[config.mk]
export PLATFORM = sky130hd
export DESIGN_NAME = rgos_supervisor
export DESIGN_NICKNAME = d
export VERILOG_FILES = /design/src/inc/rgos_pkg.sv /design/src/hdl/rgos_stop_seq.sv /design/src/hdl/rgos_supervisor.sv
export VERILOG_INCLUDE_DIRS = /design/src /design/src/inc
export SDC_FILE = /design/constraint.sdc
export NUM_CORES = 1
export LEC_CHECK = 0
export BUFFER_PORTS_ARGS = -buffer_cell sky130_fd_sc_hd__buf_2
export CAP_MARGIN = 10
export CORE_ASPECT_RATIO = 1.4
export CORE_UTILIZATION = 40
export DETAILED_ROUTE_END_ITERATION = 16
export HOLD_SLACK_MARGIN = 0.05
export PLACE_DENSITY = 0.71
export SLEW_MARGIN = 20
export SYNTH_ARGS = -nofsm -noshare
export SYNTH_HDL_FRONTEND = slang
export SYNTH_SLANG_ARGS = --single-unit
export TNS_END_PERCENT = 10
[constraint.sdc]
create_clock -name i_clk -period 5.6 [get_ports i_clk]
set_input_delay 0.28 -clock i_clk [delete_from_list [all_inputs] [get_ports i_clk]]
set_output_delay 0.28 -clock i_clk [all_outputs]
set_load 0.02 [all_outputs]
[src/inc/rgos_map.svh]
/*
  Register offsets, field positions, reset values and limits of the regeneration
  overload supervisor.
  Assumes inclusion by bare name from the package; the design files use its macros without including it.
*/
`ifndef RGOS_MAP_SVH
`define RGOS_MAP_SVH

// Byte offsets of the word registers.
`define RGOS_OFS_CTRL 8'h00
`define RGOS_OFS_RES_OHM 8'h04
`define RGOS_OFS_MAX_POWER 8'h08
`define RGOS_OFS_POWER 8'h0c
`define RGOS_OFS_IRQ_STAT 8'h10
`define RGOS_OFS_IRQ_MASK 8'h14
`define RGOS_OFS_STATE 8'h18

// Control register fields.
`define RGOS_CTRL_CHECK_BIT 0
`define RGOS_CTRL_REACT_BIT 1
`define RGOS_CTRL_RESET 2'h1

// Interrupt status fields.
`define RGOS_IRQ_EXCESS_BIT 0
`define RGOS_IRQ_LOG_BIT 1
`define RGOS_IRQ_PARAM_BIT 2
`define RGOS_IRQ_WIDTH 3

// Parameter widths, accepted ranges and plain reset defaults.
`define RGOS_OHM_W 7
`define RGOS_PWR_W 14
`define RGOS_OHM_MIN 7'h04
`define RGOS_OHM_MAX 7'h64
`define RGOS_OHM_RESET 7'h0a
`define RGOS_PWR_MIN 14'h000a
`define RGOS_PWR_MAX 14'h2710
`define RGOS_PWR_RESET 14'h00c8

`endif

[src/inc/rgos_pkg.sv]
/*
  Types shared by the regeneration overload supervisor and its stop sequencer.
  Assumes the map header is on the include path.
*/
package rgos_pkg;
  `include "rgos_map.svh"

  // Register port request, one cycle per access.
  typedef struct packed {
    logic [7:0] addr;
    logic [31:0] wdata;
    logic wr;
    logic rd;
  } rgos_bus_req_type;

  // Display code shown for the regeneration condition.
  typedef enum logic [1:0] {
    RGOS_DISP_NONE = 2'h0,
    RGOS_DISP_ACTIVE = 2'h1,
    RGOS_DISP_HELD = 2'h2
  } rgos_disp_type;

  // Error log message codes.
  typedef enum logic [1:0] {
    RGOS_LOG_NONE = 2'h0,
    RGOS_LOG_WARNING = 2'h1,
    RGOS_LOG_EXCEEDED = 2'h2
  } rgos_log_type;

  // Error log write, valid for one cycle.
  typedef struct packed {
    logic valid;
    rgos_log_type code;
  } rgos_log_type_s_type;

  // Stop sequencer states, one-hot.
  typedef enum logic [2:0] {
    RGOS_SEQ_RUN = 3'h1,
    RGOS_SEQ_STOP = 3'h2,
    RGOS_SEQ_OFF = 3'h4
  } rgos_seq_type;
endpackage : rgos_pkg

[src/hdl/rgos_stop_seq.sv]
/*
  Quick stop then disable sequencer for a latched regeneration fault.
  Assumes the motion logic acknowledges the finished quick stop with a level or pulse.
*/
module rgos_stop_seq (
  input wire logic i_clk,
  input wire logic i_reset,
  input wire logic i_trigger,
  input wire logic i_stop_done,
  input wire logic i_clear,
  output logic o_quick_stop,
  output logic o_drive_disable
);
  import rgos_pkg::*;

  rgos_seq_type state_r;
  rgos_seq_type state_nxt;

  // Next state: a stop runs to completion before the drive is turned off.
  always_comb begin
    state_nxt = state_r;
    unique case (state_r)
      RGOS_SEQ_RUN: begin
        if (i_trigger) begin
          state_nxt = RGOS_SEQ_STOP;
        end
      end
      RGOS_SEQ_STOP: begin
        if (i_stop_done) begin
          state_nxt = RGOS_SEQ_OFF;
        end
      end
      RGOS_SEQ_OFF: begin
        if (i_clear) begin
          state_nxt = RGOS_SEQ_RUN;
        end
      end
      default: begin
        state_nxt = RGOS_SEQ_RUN;
      end
    endcase
  end

  // State register.
  always_ff @(posedge i_clk) begin
    if (i_reset) begin
      state_r <= RGOS_SEQ_RUN;
    end else begin
      state_r <= state_nxt;
    end
  end

  // Outputs decode straight from one-hot flops, so they are glitch free.
  assign o_quick_stop = state_r[1];
  assign o_drive_disable = state_r[2];
endmodule : rgos_stop_seq

[src/hdl/rgos_supervisor.sv]
/*
  Regeneration overload supervisor: compares calculated continuous regeneration
  power against the configured maximum and reacts by warning or by stop and disable.
  Assumes power figures, enable request and thermal flags are synchronous to i_clk.
*/
// Operation
// - Block internal resistor current once its continuous capability is exceeded.
// - Warning mode: excess turns thermal limit output off, shows active code.
// - Warning mode does not latch: output and code recover when power drops.
// - Warning mode logs only the first excess after each drive enable.
// - Disable mode: output off, active code, quick stop, then disable.
// - Disable mode latches fault, held code shown until next enable.
// - Disable mode: output returns on once power no longer exceeds.
// - Disable mode writes a regeneration exceeded log message.
// - Supervision switched off: excess causes no action whatsoever.
// - Supervision defaults on; reaction selected by a configuration command.
// - Thermal limit output also shows thermal torque limitation.
// - Resistance accepted only within 4 to 100 ohms.
// - Maximum continuous power accepted only within 10 to 10000 W.
// - Calculated power stays readable whether supervision is on or off.
module rgos_supervisor (
  input wire logic i_clk,
  input wire logic i_reset,
  input wire rgos_pkg::rgos_bus_req_type i_bus,
  output logic [31:0] o_rdata,
  input wire logic [13:0] i_calc_power,
  input wire logic i_int_overload,
  input wire logic i_thermal_torque_limit,
  input wire logic i_drive_enable_req,
  input wire logic i_stop_done,
  output logic o_thermal_limit_output,
  output rgos_pkg::rgos_disp_type o_display,
  output rgos_pkg::rgos_log_type_s_type o_log,
  output logic o_int_resistor_block,
  output logic o_quick_stop,
  output logic o_drive_disable,
  output logic o_irq
);
  import rgos_pkg::*;

  // Range check shared by both parameter registers.
  function automatic logic in_range(input logic [13:0] v, input logic [13:0] lo,
                                    input logic [13:0] hi);
    in_range = (v >= lo) && (v <= hi);
  endfunction : in_range

  logic [1:0] ctrl_r;
  logic [`RGOS_OHM_W-1:0] ohm_r;
  logic [`RGOS_PWR_W-1:0] max_pwr_r;
  logic [`RGOS_IRQ_WIDTH-1:0] irq_stat_r;
  logic [`RGOS_IRQ_WIDTH-1:0] irq_mask_r;
  logic [31:0] rdata_r;
  logic enable_q_r;
  logic excess_q_r;
  logic latched_r;
  logic logged_r;
  logic tl_out_r;
  logic block_r;
  rgos_disp_type disp_r;
  rgos_log_type_s_type log_r;

  // Address decode of the register port.
  wire wr_ctrl = i_bus.wr && (i_bus.addr == `RGOS_OFS_CTRL);
  wire wr_ohm = i_bus.wr && (i_bus.addr == `RGOS_OFS_RES_OHM);
  wire wr_pwr = i_bus.wr && (i_bus.addr == `RGOS_OFS_MAX_POWER);
  wire wr_stat = i_bus.wr && (i_bus.addr == `RGOS_OFS_IRQ_STAT);
  wire wr_mask = i_bus.wr && (i_bus.addr == `RGOS_OFS_IRQ_MASK);

  // Parameter values are checked before they are accepted.
  wire [13:0] ohm_wide = {7'h00, i_bus.wdata[6:0]};
  wire [13:0] ohm_lo = {7'h00, `RGOS_OHM_MIN};
  wire [13:0] ohm_hi = {7'h00, `RGOS_OHM_MAX};
  wire ohm_hi_zero = (i_bus.wdata[31:7] == 25'h0000000);
  wire ohm_ok = ohm_hi_zero && in_range(ohm_wide, ohm_lo, ohm_hi);
  wire pwr_hi_zero = (i_bus.wdata[31:14] == 18'h00000);
  wire pwr_ok = pwr_hi_zero &&
                in_range(i_bus.wdata[13:0], `RGOS_PWR_MIN, `RGOS_PWR_MAX);
  wire param_reject = (wr_ohm && !ohm_ok) || (wr_pwr && !pwr_ok);

  // Supervision and reaction selection.
  wire check_on = ctrl_r[`RGOS_CTRL_CHECK_BIT];
  wire react_disable = ctrl_r[`RGOS_CTRL_REACT_BIT];

  // Excess is only seen while supervision is on, so a switched-off check is inert.
  wire excess = check_on && (i_calc_power > max_pwr_r);
  wire excess_rise = excess && !excess_q_r;
  wire enable_rise = i_drive_enable_req && !enable_q_r;

  // A rising enable starts a new logging window and may release the latch.
  wire latch_clear = enable_rise && !excess;
  wire latch_set = excess_rise && react_disable;

  // Warning mode logs once per enable; disable mode logs every new fault.
  wire log_warn = excess_rise && !react_disable && (!logged_r || enable_rise);
  wire log_exc = latch_set && !latched_r;

  // Interrupt events.
  wire [`RGOS_IRQ_WIDTH-1:0] irq_event = {param_reject, log_warn || log_exc, excess_rise};

  // Control register, supervision on after reset.
  always_ff @(posedge i_clk) begin
    if (i_reset) begin
      ctrl_r <= `RGOS_CTRL_RESET;
    end else if (wr_ctrl) begin
      ctrl_r <= i_bus.wdata[1:0];
    end
  end

  // Resistor parameters keep their old value when a write is out of range.
  always_ff @(posedge i_clk) begin
    if (i_reset) begin
      ohm_r <= `RGOS_OHM_RESET;
      max_pwr_r <= `RGOS_PWR_RESET;
    end else begin
      if (wr_ohm && ohm_ok) begin
        ohm_r <= i_bus.wdata[6:0];
      end
      if (wr_pwr && pwr_ok) begin
        max_pwr_r <= i_bus.wdata[13:0];
      end
    end
  end

  // Sticky status: an event in the clearing cycle survives the clear.
  always_ff @(posedge i_clk) begin
    if (i_reset) begin
      irq_stat_r <= 3'h0;
      irq_mask_r <= 3'h0;
    end else begin
      irq_stat_r <= (irq_stat_r & ~(wr_stat ? i_bus.wdata[2:0] : 3'h0)) | irq_event;
      if (wr_mask) begin
        irq_mask_r <= i_bus.wdata[2:0];
      end
    end
  end

  assign o_irq = |(irq_stat_r & irq_mask_r);

  // Edge history for enable and excess.
  always_ff @(posedge i_clk) begin
    if (i_reset) begin
      enable_q_r <= 1'b0;
      excess_q_r <= 1'b0;
    end else begin
      enable_q_r <= i_drive_enable_req;
      excess_q_r <= excess;
    end
  end

  // Latched fault, kept across a later switch to warning mode on purpose.
  always_ff @(posedge i_clk) begin
    if (i_reset) begin
      latched_r <= 1'b0;
    end else if (latch_set) begin
      latched_r <= 1'b1;
    end else if (latch_clear) begin
      latched_r <= 1'b0;
    end
  end

  // Logging window: set by the first warning, reopened by each enable.
  always_ff @(posedge i_clk) begin
    if (i_reset) begin
      logged_r <= 1'b0;
    end else if (log_warn) begin
      logged_r <= 1'b1;
    end else if (enable_rise) begin
      logged_r <= 1'b0;
    end
  end

  // Log port, one cycle per message.
  always_ff @(posedge i_clk) begin
    if (i_reset) begin
      log_r <= '{valid: 1'b0, code: RGOS_LOG_NONE};
    end else if (log_exc) begin
      log_r <= '{valid: 1'b1, code: RGOS_LOG_EXCEEDED};
    end else if (log_warn) begin
      log_r <= '{valid: 1'b1, code: RGOS_LOG_WARNING};
    end else begin
      log_r <= '{valid: 1'b0, code: RGOS_LOG_NONE};
    end
  end

  assign o_log = log_r;

  // Display code: the live excess wins over the held indication.
  wire rgos_disp_type disp_nxt = excess ? RGOS_DISP_ACTIVE :
                                 (latched_r && !latch_clear) ? RGOS_DISP_HELD :
                                 RGOS_DISP_NONE;

  // The output follows power and the torque limit, never the latch, so a controller can re-enable.
  wire tl_nxt = !(excess || i_thermal_torque_limit);

  // Pin-facing outputs come from flops.
  always_ff @(posedge i_clk) begin
    if (i_reset) begin
      disp_r <= RGOS_DISP_NONE;
      tl_out_r <= 1'b1;
      block_r <= 1'b0;
    end else begin
      disp_r <= disp_nxt;
      tl_out_r <= tl_nxt;
      block_r <= i_int_overload;
    end
  end

  assign o_display = disp_r;
  assign o_thermal_limit_output = tl_out_r;
  assign o_int_resistor_block = block_r;

  // Quick stop then disable on a fault in disable mode.
  rgos_stop_seq u_stop_seq (
    .i_clk(i_clk),
    .i_reset(i_reset),
    .i_trigger(latch_set),
    .i_stop_done(i_stop_done),
    .i_clear(latch_clear),
    .o_quick_stop(o_quick_stop),
    .o_drive_disable(o_drive_disable)
  );

  // Read mux; unmapped addresses read as zero.
  wire [31:0] state_word = {26'h0000000, disp_r, tl_out_r, latched_r, excess_q_r, block_r};
  wire [31:0] rd_mux =
    (i_bus.addr == `RGOS_OFS_CTRL) ? {30'h00000000, ctrl_r} :
    (i_bus.addr == `RGOS_OFS_RES_OHM) ? {25'h0000000, ohm_r} :
    (i_bus.addr == `RGOS_OFS_MAX_POWER) ? {18'h00000, max_pwr_r} :
    (i_bus.addr == `RGOS_OFS_POWER) ? {18'h00000, i_calc_power} :
    (i_bus.addr == `RGOS_OFS_IRQ_STAT) ? {29'h00000000, irq_stat_r} :
    (i_bus.addr == `RGOS_OFS_IRQ_MASK) ? {29'h00000000, irq_mask_r} :
    (i_bus.addr == `RGOS_OFS_STATE) ? state_word :
    32'h00000000;

  // Read data stands only in the cycle after the strobe.
  always_ff @(posedge i_clk) begin
    if (i_reset) begin
      rdata_r <= 32'h00000000;
    end else if (i_bus.rd) begin
      rdata_r <= rd_mux;
    end else begin
      rdata_r <= 32'h00000000;
    end
  end

  assign o_rdata = rdata_r;
endmodule : rgos_supervisor

==> qor.txt <==
=================================================================================================================
Quantity of hold-fixing buffers added after cts ....................................................            0
CP max stage delay .................................................................................      0.69 ns
Post-synthesis simple-gate area fraction ...........................................................       22.17%
Synth unique cells .................................................................................           57
Final standard cell count with taps included and fillers excluded ..................................          546
Worst slew margin relative to its limit ............................................................       41.77%
Post-placement worst setup slack ...................................................................     2.847 ns
Setup repair after global routing missed its margin ................................................        false
Type of the tightest min-delay check ............................................................... primary input to register
Setup bufs post-CTS ................................................................................            0
Clock latency on the worst-skew pair ...............................................................      0.32 ns
Met1 global-route usage ............................................................................       24.43%
Post-layout util ...................................................................................       48.53%
Fraction of registers with async set/reset .........................................................           0%
Bufs and invs on worst path ........................................................................            1
Critical path class ................................................................................ register to register
Maximum achievable frequency .......................................................................   0.4069 GHz
Diodes inserted ....................................................................................            0
Core ar. ........................................................................................... 0.007500 mm²
Yosys warnings .....................................................................................            0
Number of enable flip-flop cells after synthesis ...................................................            0
Primary FF master, synth ........................................................................... sky130_fd_sc_hd__dfxtp_1
Origin of the worst setup path ..................................................................... max_pwr_r[5]$_SDFFE_PP0P_
Cell type group with the largest total delay on the critical path .................................. compound AO/OA/AOI/OAI gates
Post-synthesis cell area ........................................................................... 0.003154 mm²
Post-route DRC violation count .....................................................................            0
Most common cell after layout, fill and taps aside ................................................. sky130_fd_sc_hd__buf_2
Hold path startpoint ............................................................................... i_int_overload
Post-layout minimum cycle time .....................................................................     2.458 ns
Final period util ..................................................................................       43.89%
Power density normalized to cell area .............................................................. 216.3 mW/mm²
Global route overflow ..............................................................................            0
Arithmetic-cell share of the synthesized area counting full adders, half adders and majority gates .       5.553%
Total wire length after detailed routing ...........................................................      8411 µm
Total number of H-tree levels ......................................................................            2
Worst-path clk slew ................................................................................      0.10 ns
Maximum number of pins on one net before global-route repair .......................................           31
Placed Instances ...................................................................................          538
Number of pins exceeding their max-slew limit in the final report ..................................            0
Top fanout value on the critical path ..............................................................           11
Worst-case clock buffer depth ......................................................................            2
Final setup violation count ........................................................................            0
Num CTS Buffers ....................................................................................            5
WP data required ...................................................................................      5.82 ns
Arrival time at the worst endpoint .................................................................      2.68 ns
Routed wire length per instance ....................................................................     15.40 µm
Total vias in the final route ......................................................................         3134
Number of antenna violations at the first check in global routing ..................................            0
Worst-margin pin slew ..............................................................................    0.8716 ns
Via count of the first global-routing pass .........................................................         2973
Die extent in x ....................................................................................     77.05 µm
Startpoint of the lowest-slack register-to-register path ........................................... max_pwr_r[5]$_SDFFE_PP0P_
Post-synthesis register bit count ..................................................................           56
Resized Gates After CTS ............................................................................            0
Number of buffers added on ports ...................................................................           85
Wire length of the first global-routing pass .......................................................     13810 µm
Status ............................................................................................. complete, no violations
Share of cells above drive strength 1 ..............................................................       22.72%
Most frequent cells in the layout .................................................................. sky130_fd_sc_hd__buf_2 (85), sky130_fd_sc_hd__dfxtp_1 (56), sky130_fd_sc_hd__nand2_1 (33), sky130_fd_sc_hd__a21oi_1 (33)
All-layer global routing usage .....................................................................       20.78%
Clock skew .........................................................................................  0.006448 ns
CP Cell Sequence ................................................................................... inv_1, ha_1, nand4_1, o21bai_1, a311o_1, a21boi_1, nor4b_1
Fraction of synthesized cell area in xor and xnor cells ............................................           0%
Critical path endpoint category ....................................................................     register
Gr busiest metal ...................................................................................         met2
Mux contribution to synthesized area ...............................................................       1.904%
Antenna viol nets, final ...........................................................................            0
Slack of the critical path .........................................................................     3.142 ns
Top-Level Pins .....................................................................................          104
Clock sink count ...................................................................................           56
Post-layout net count ..............................................................................          524
Hold slack .........................................................................................    0.1688 ns
Mapped Cells .......................................................................................          379
Standard-cell rows .................................................................................           37
DP Wirelength ......................................................................................      6452 µm
Starting DRT DRC Count .............................................................................          236
Share of the synthesized area in compound gates (AO/OA/AOI/OAI) ....................................       24.43%
Leak ...............................................................................................     1.498 nW
Highest-delay cell along the critical path ......................................................... sky130_fd_sc_hd__a21boi_1
Clock root buffer master ........................................................................... sky130_fd_sc_hd__clkbuf_8
Peak supply drop ...................................................................................     111.5 µV
Number of vias per cell after detailed routing .....................................................        5.740
Sequential element share of the synthesized area ...................................................       35.54%
Clock tree from TritonCTS ..........................................................................        built
Max capacitance violation total ....................................................................            0
Dominant combinational cell family by area after synthesis ......................................... compound AO/OA/AOI/OAI gates
Met2 global-route usage ............................................................................       36.35%
Vertical die dimension .............................................................................     107.1 µm
Initial DRT Pass Iterations ........................................................................            4
Area of the die .................................................................................... 0.008250 mm²
Relative area change from synthesis to final layout ................................................       15.39%
Global placement routability congestion ............................................................       0.8748
Starting density of the core .......................................................................       42.06%
CP Launch Type .....................................................................................     register
Total negative slack for setup checks ..............................................................         0 ns
Mean cell area of the mapped netlist ...............................................................    8.323 µm²
Number of hold violations in the final report ......................................................            0
Met3 track utilization from global routing .........................................................       2.553%
=================================================================================================================
sequential cells by signal, summed over array words and instances (netlist names):
register / flops
o_thermal_limit_output: 1
o_int_resistor_block: 1
irq_stat_r: 3
o_display: 1
o_log: 3
latched_r: 1
u_stop_seq.state_r: 3
o_rdata: 14
logged_r: 1
max_pwr_r: 14
ohm_r: 7
ctrl_r: 2
enable_q_r: 1
irq_mask_r: 3
excess_q_r: 1
kinds of logic (layout without fill, tap and decap cells):
kind of cell             count (synthesis)  after routing
AND/OR/NAND/NOR                        126            126
AO/OA/AOI/OAI                          115            115
buffers and inverters                   61            114
flip-flops                              56             56
adder cells (fa/ha/maj)                 14             14
multiplexers                             6              6
other                                    1             18
power breakdown:
group          leakage (nW)  switching [mW]  internal, mW
logic                 0.986          0.0671        0.0358
clock network        0.0583           0.141         0.135
registers             0.454         0.00406         0.404
total                  1.50           0.212         0.575
worst reg2reg max path, delay by kind of cell, from the launching register on:
kind                       cells  cell delay [ns]
AOI/OAI and AO/OA              3             1.19
and+or+nand+nor                2             0.43
DFF                            1             0.37
adders and majority gates      1             0.32
buffers and inverters          1             0.06
per-layer routing:
layer	up-vias	wire (µm)
met5	-	0
met4	0	284
met3	24	426
met2	114	4248
met1	1470	3450
li1	1526	-
worst paths after layout:
path,endpoint,slack (ns),cells past startpoint
max,o_log[1]$_SDFF_PP0_,3.14,7
min,o_int_resistor_block$_SDFF_PP0_,0.17,2
max reg2reg,o_log[1]$_SDFF_PP0_,3.14,7
min reg2reg,max_pwr_r[1]$_SDFFE_PP0P_,0.48,2
stage by stage:
step / power (mW) / area, µm²
3_3_place_gp: 0.5164 / 3523
5_1_grt: 0.8145 / 3640
2_1_floorplan: 0.4841 / 3218
3_5_place_dp: 0.5186 / 3523
6_report: 0.7873 / 3640
4_1_cts: 0.7882 / 3640
Yosys cell counts, drive strengths merged (2+ instances only):
| cell type | instances | area, µm² |
|---|---|---|
| a2111oi | 2 | 17.52 |
| a211oi | 2 | 15.01 |
| a21o | 2 | 15.01 |
| a21oi | 33 | 165.2 |
| a22o | 2 | 17.52 |
| a22oi | 9 | 67.56 |
| a31oi | 6 | 37.54 |
| a32o | 6 | 60.06 |
| and2 | 5 | 31.28 |
| and3 | 3 | 18.77 |
| and4 | 3 | 26.28 |
| buf | 28 | 200.2 |
| clkbuf | 13 | 48.80 |
| dfxtp | 56 | 1121 |
| ha | 14 | 175.2 |
| inv | 20 | 75.07 |
| mux2i | 6 | 60.06 |
| nand2 | 34 | 130.1 |
| nand2b | 2 | 12.51 |
| nand3 | 6 | 30.03 |
| nand4 | 20 | 125.1 |
| nor2 | 19 | 71.32 |
| nor2b | 7 | 43.79 |
| nor3 | 7 | 45.04 |
| nor4 | 14 | 102.6 |
| nor4b | 2 | 32.53 |
| o21ai | 19 | 95.09 |
| o31ai | 17 | 127.6 |
| o41ai | 2 | 17.52 |
area by class of cell:
class / instances / area (µm²)
clock buffer: 5 / 68.82
sequential: 56 / 1121
fill: 779 / 3860
timing repair buffer: 86 / 432.9
tap: 97 / 121.4
clock inverter: 3 / 47.55
inverter: 20 / 75.07
multi-input combinational: 279 / 1773
Note: power is estimated with default switching activity, not from simulation.
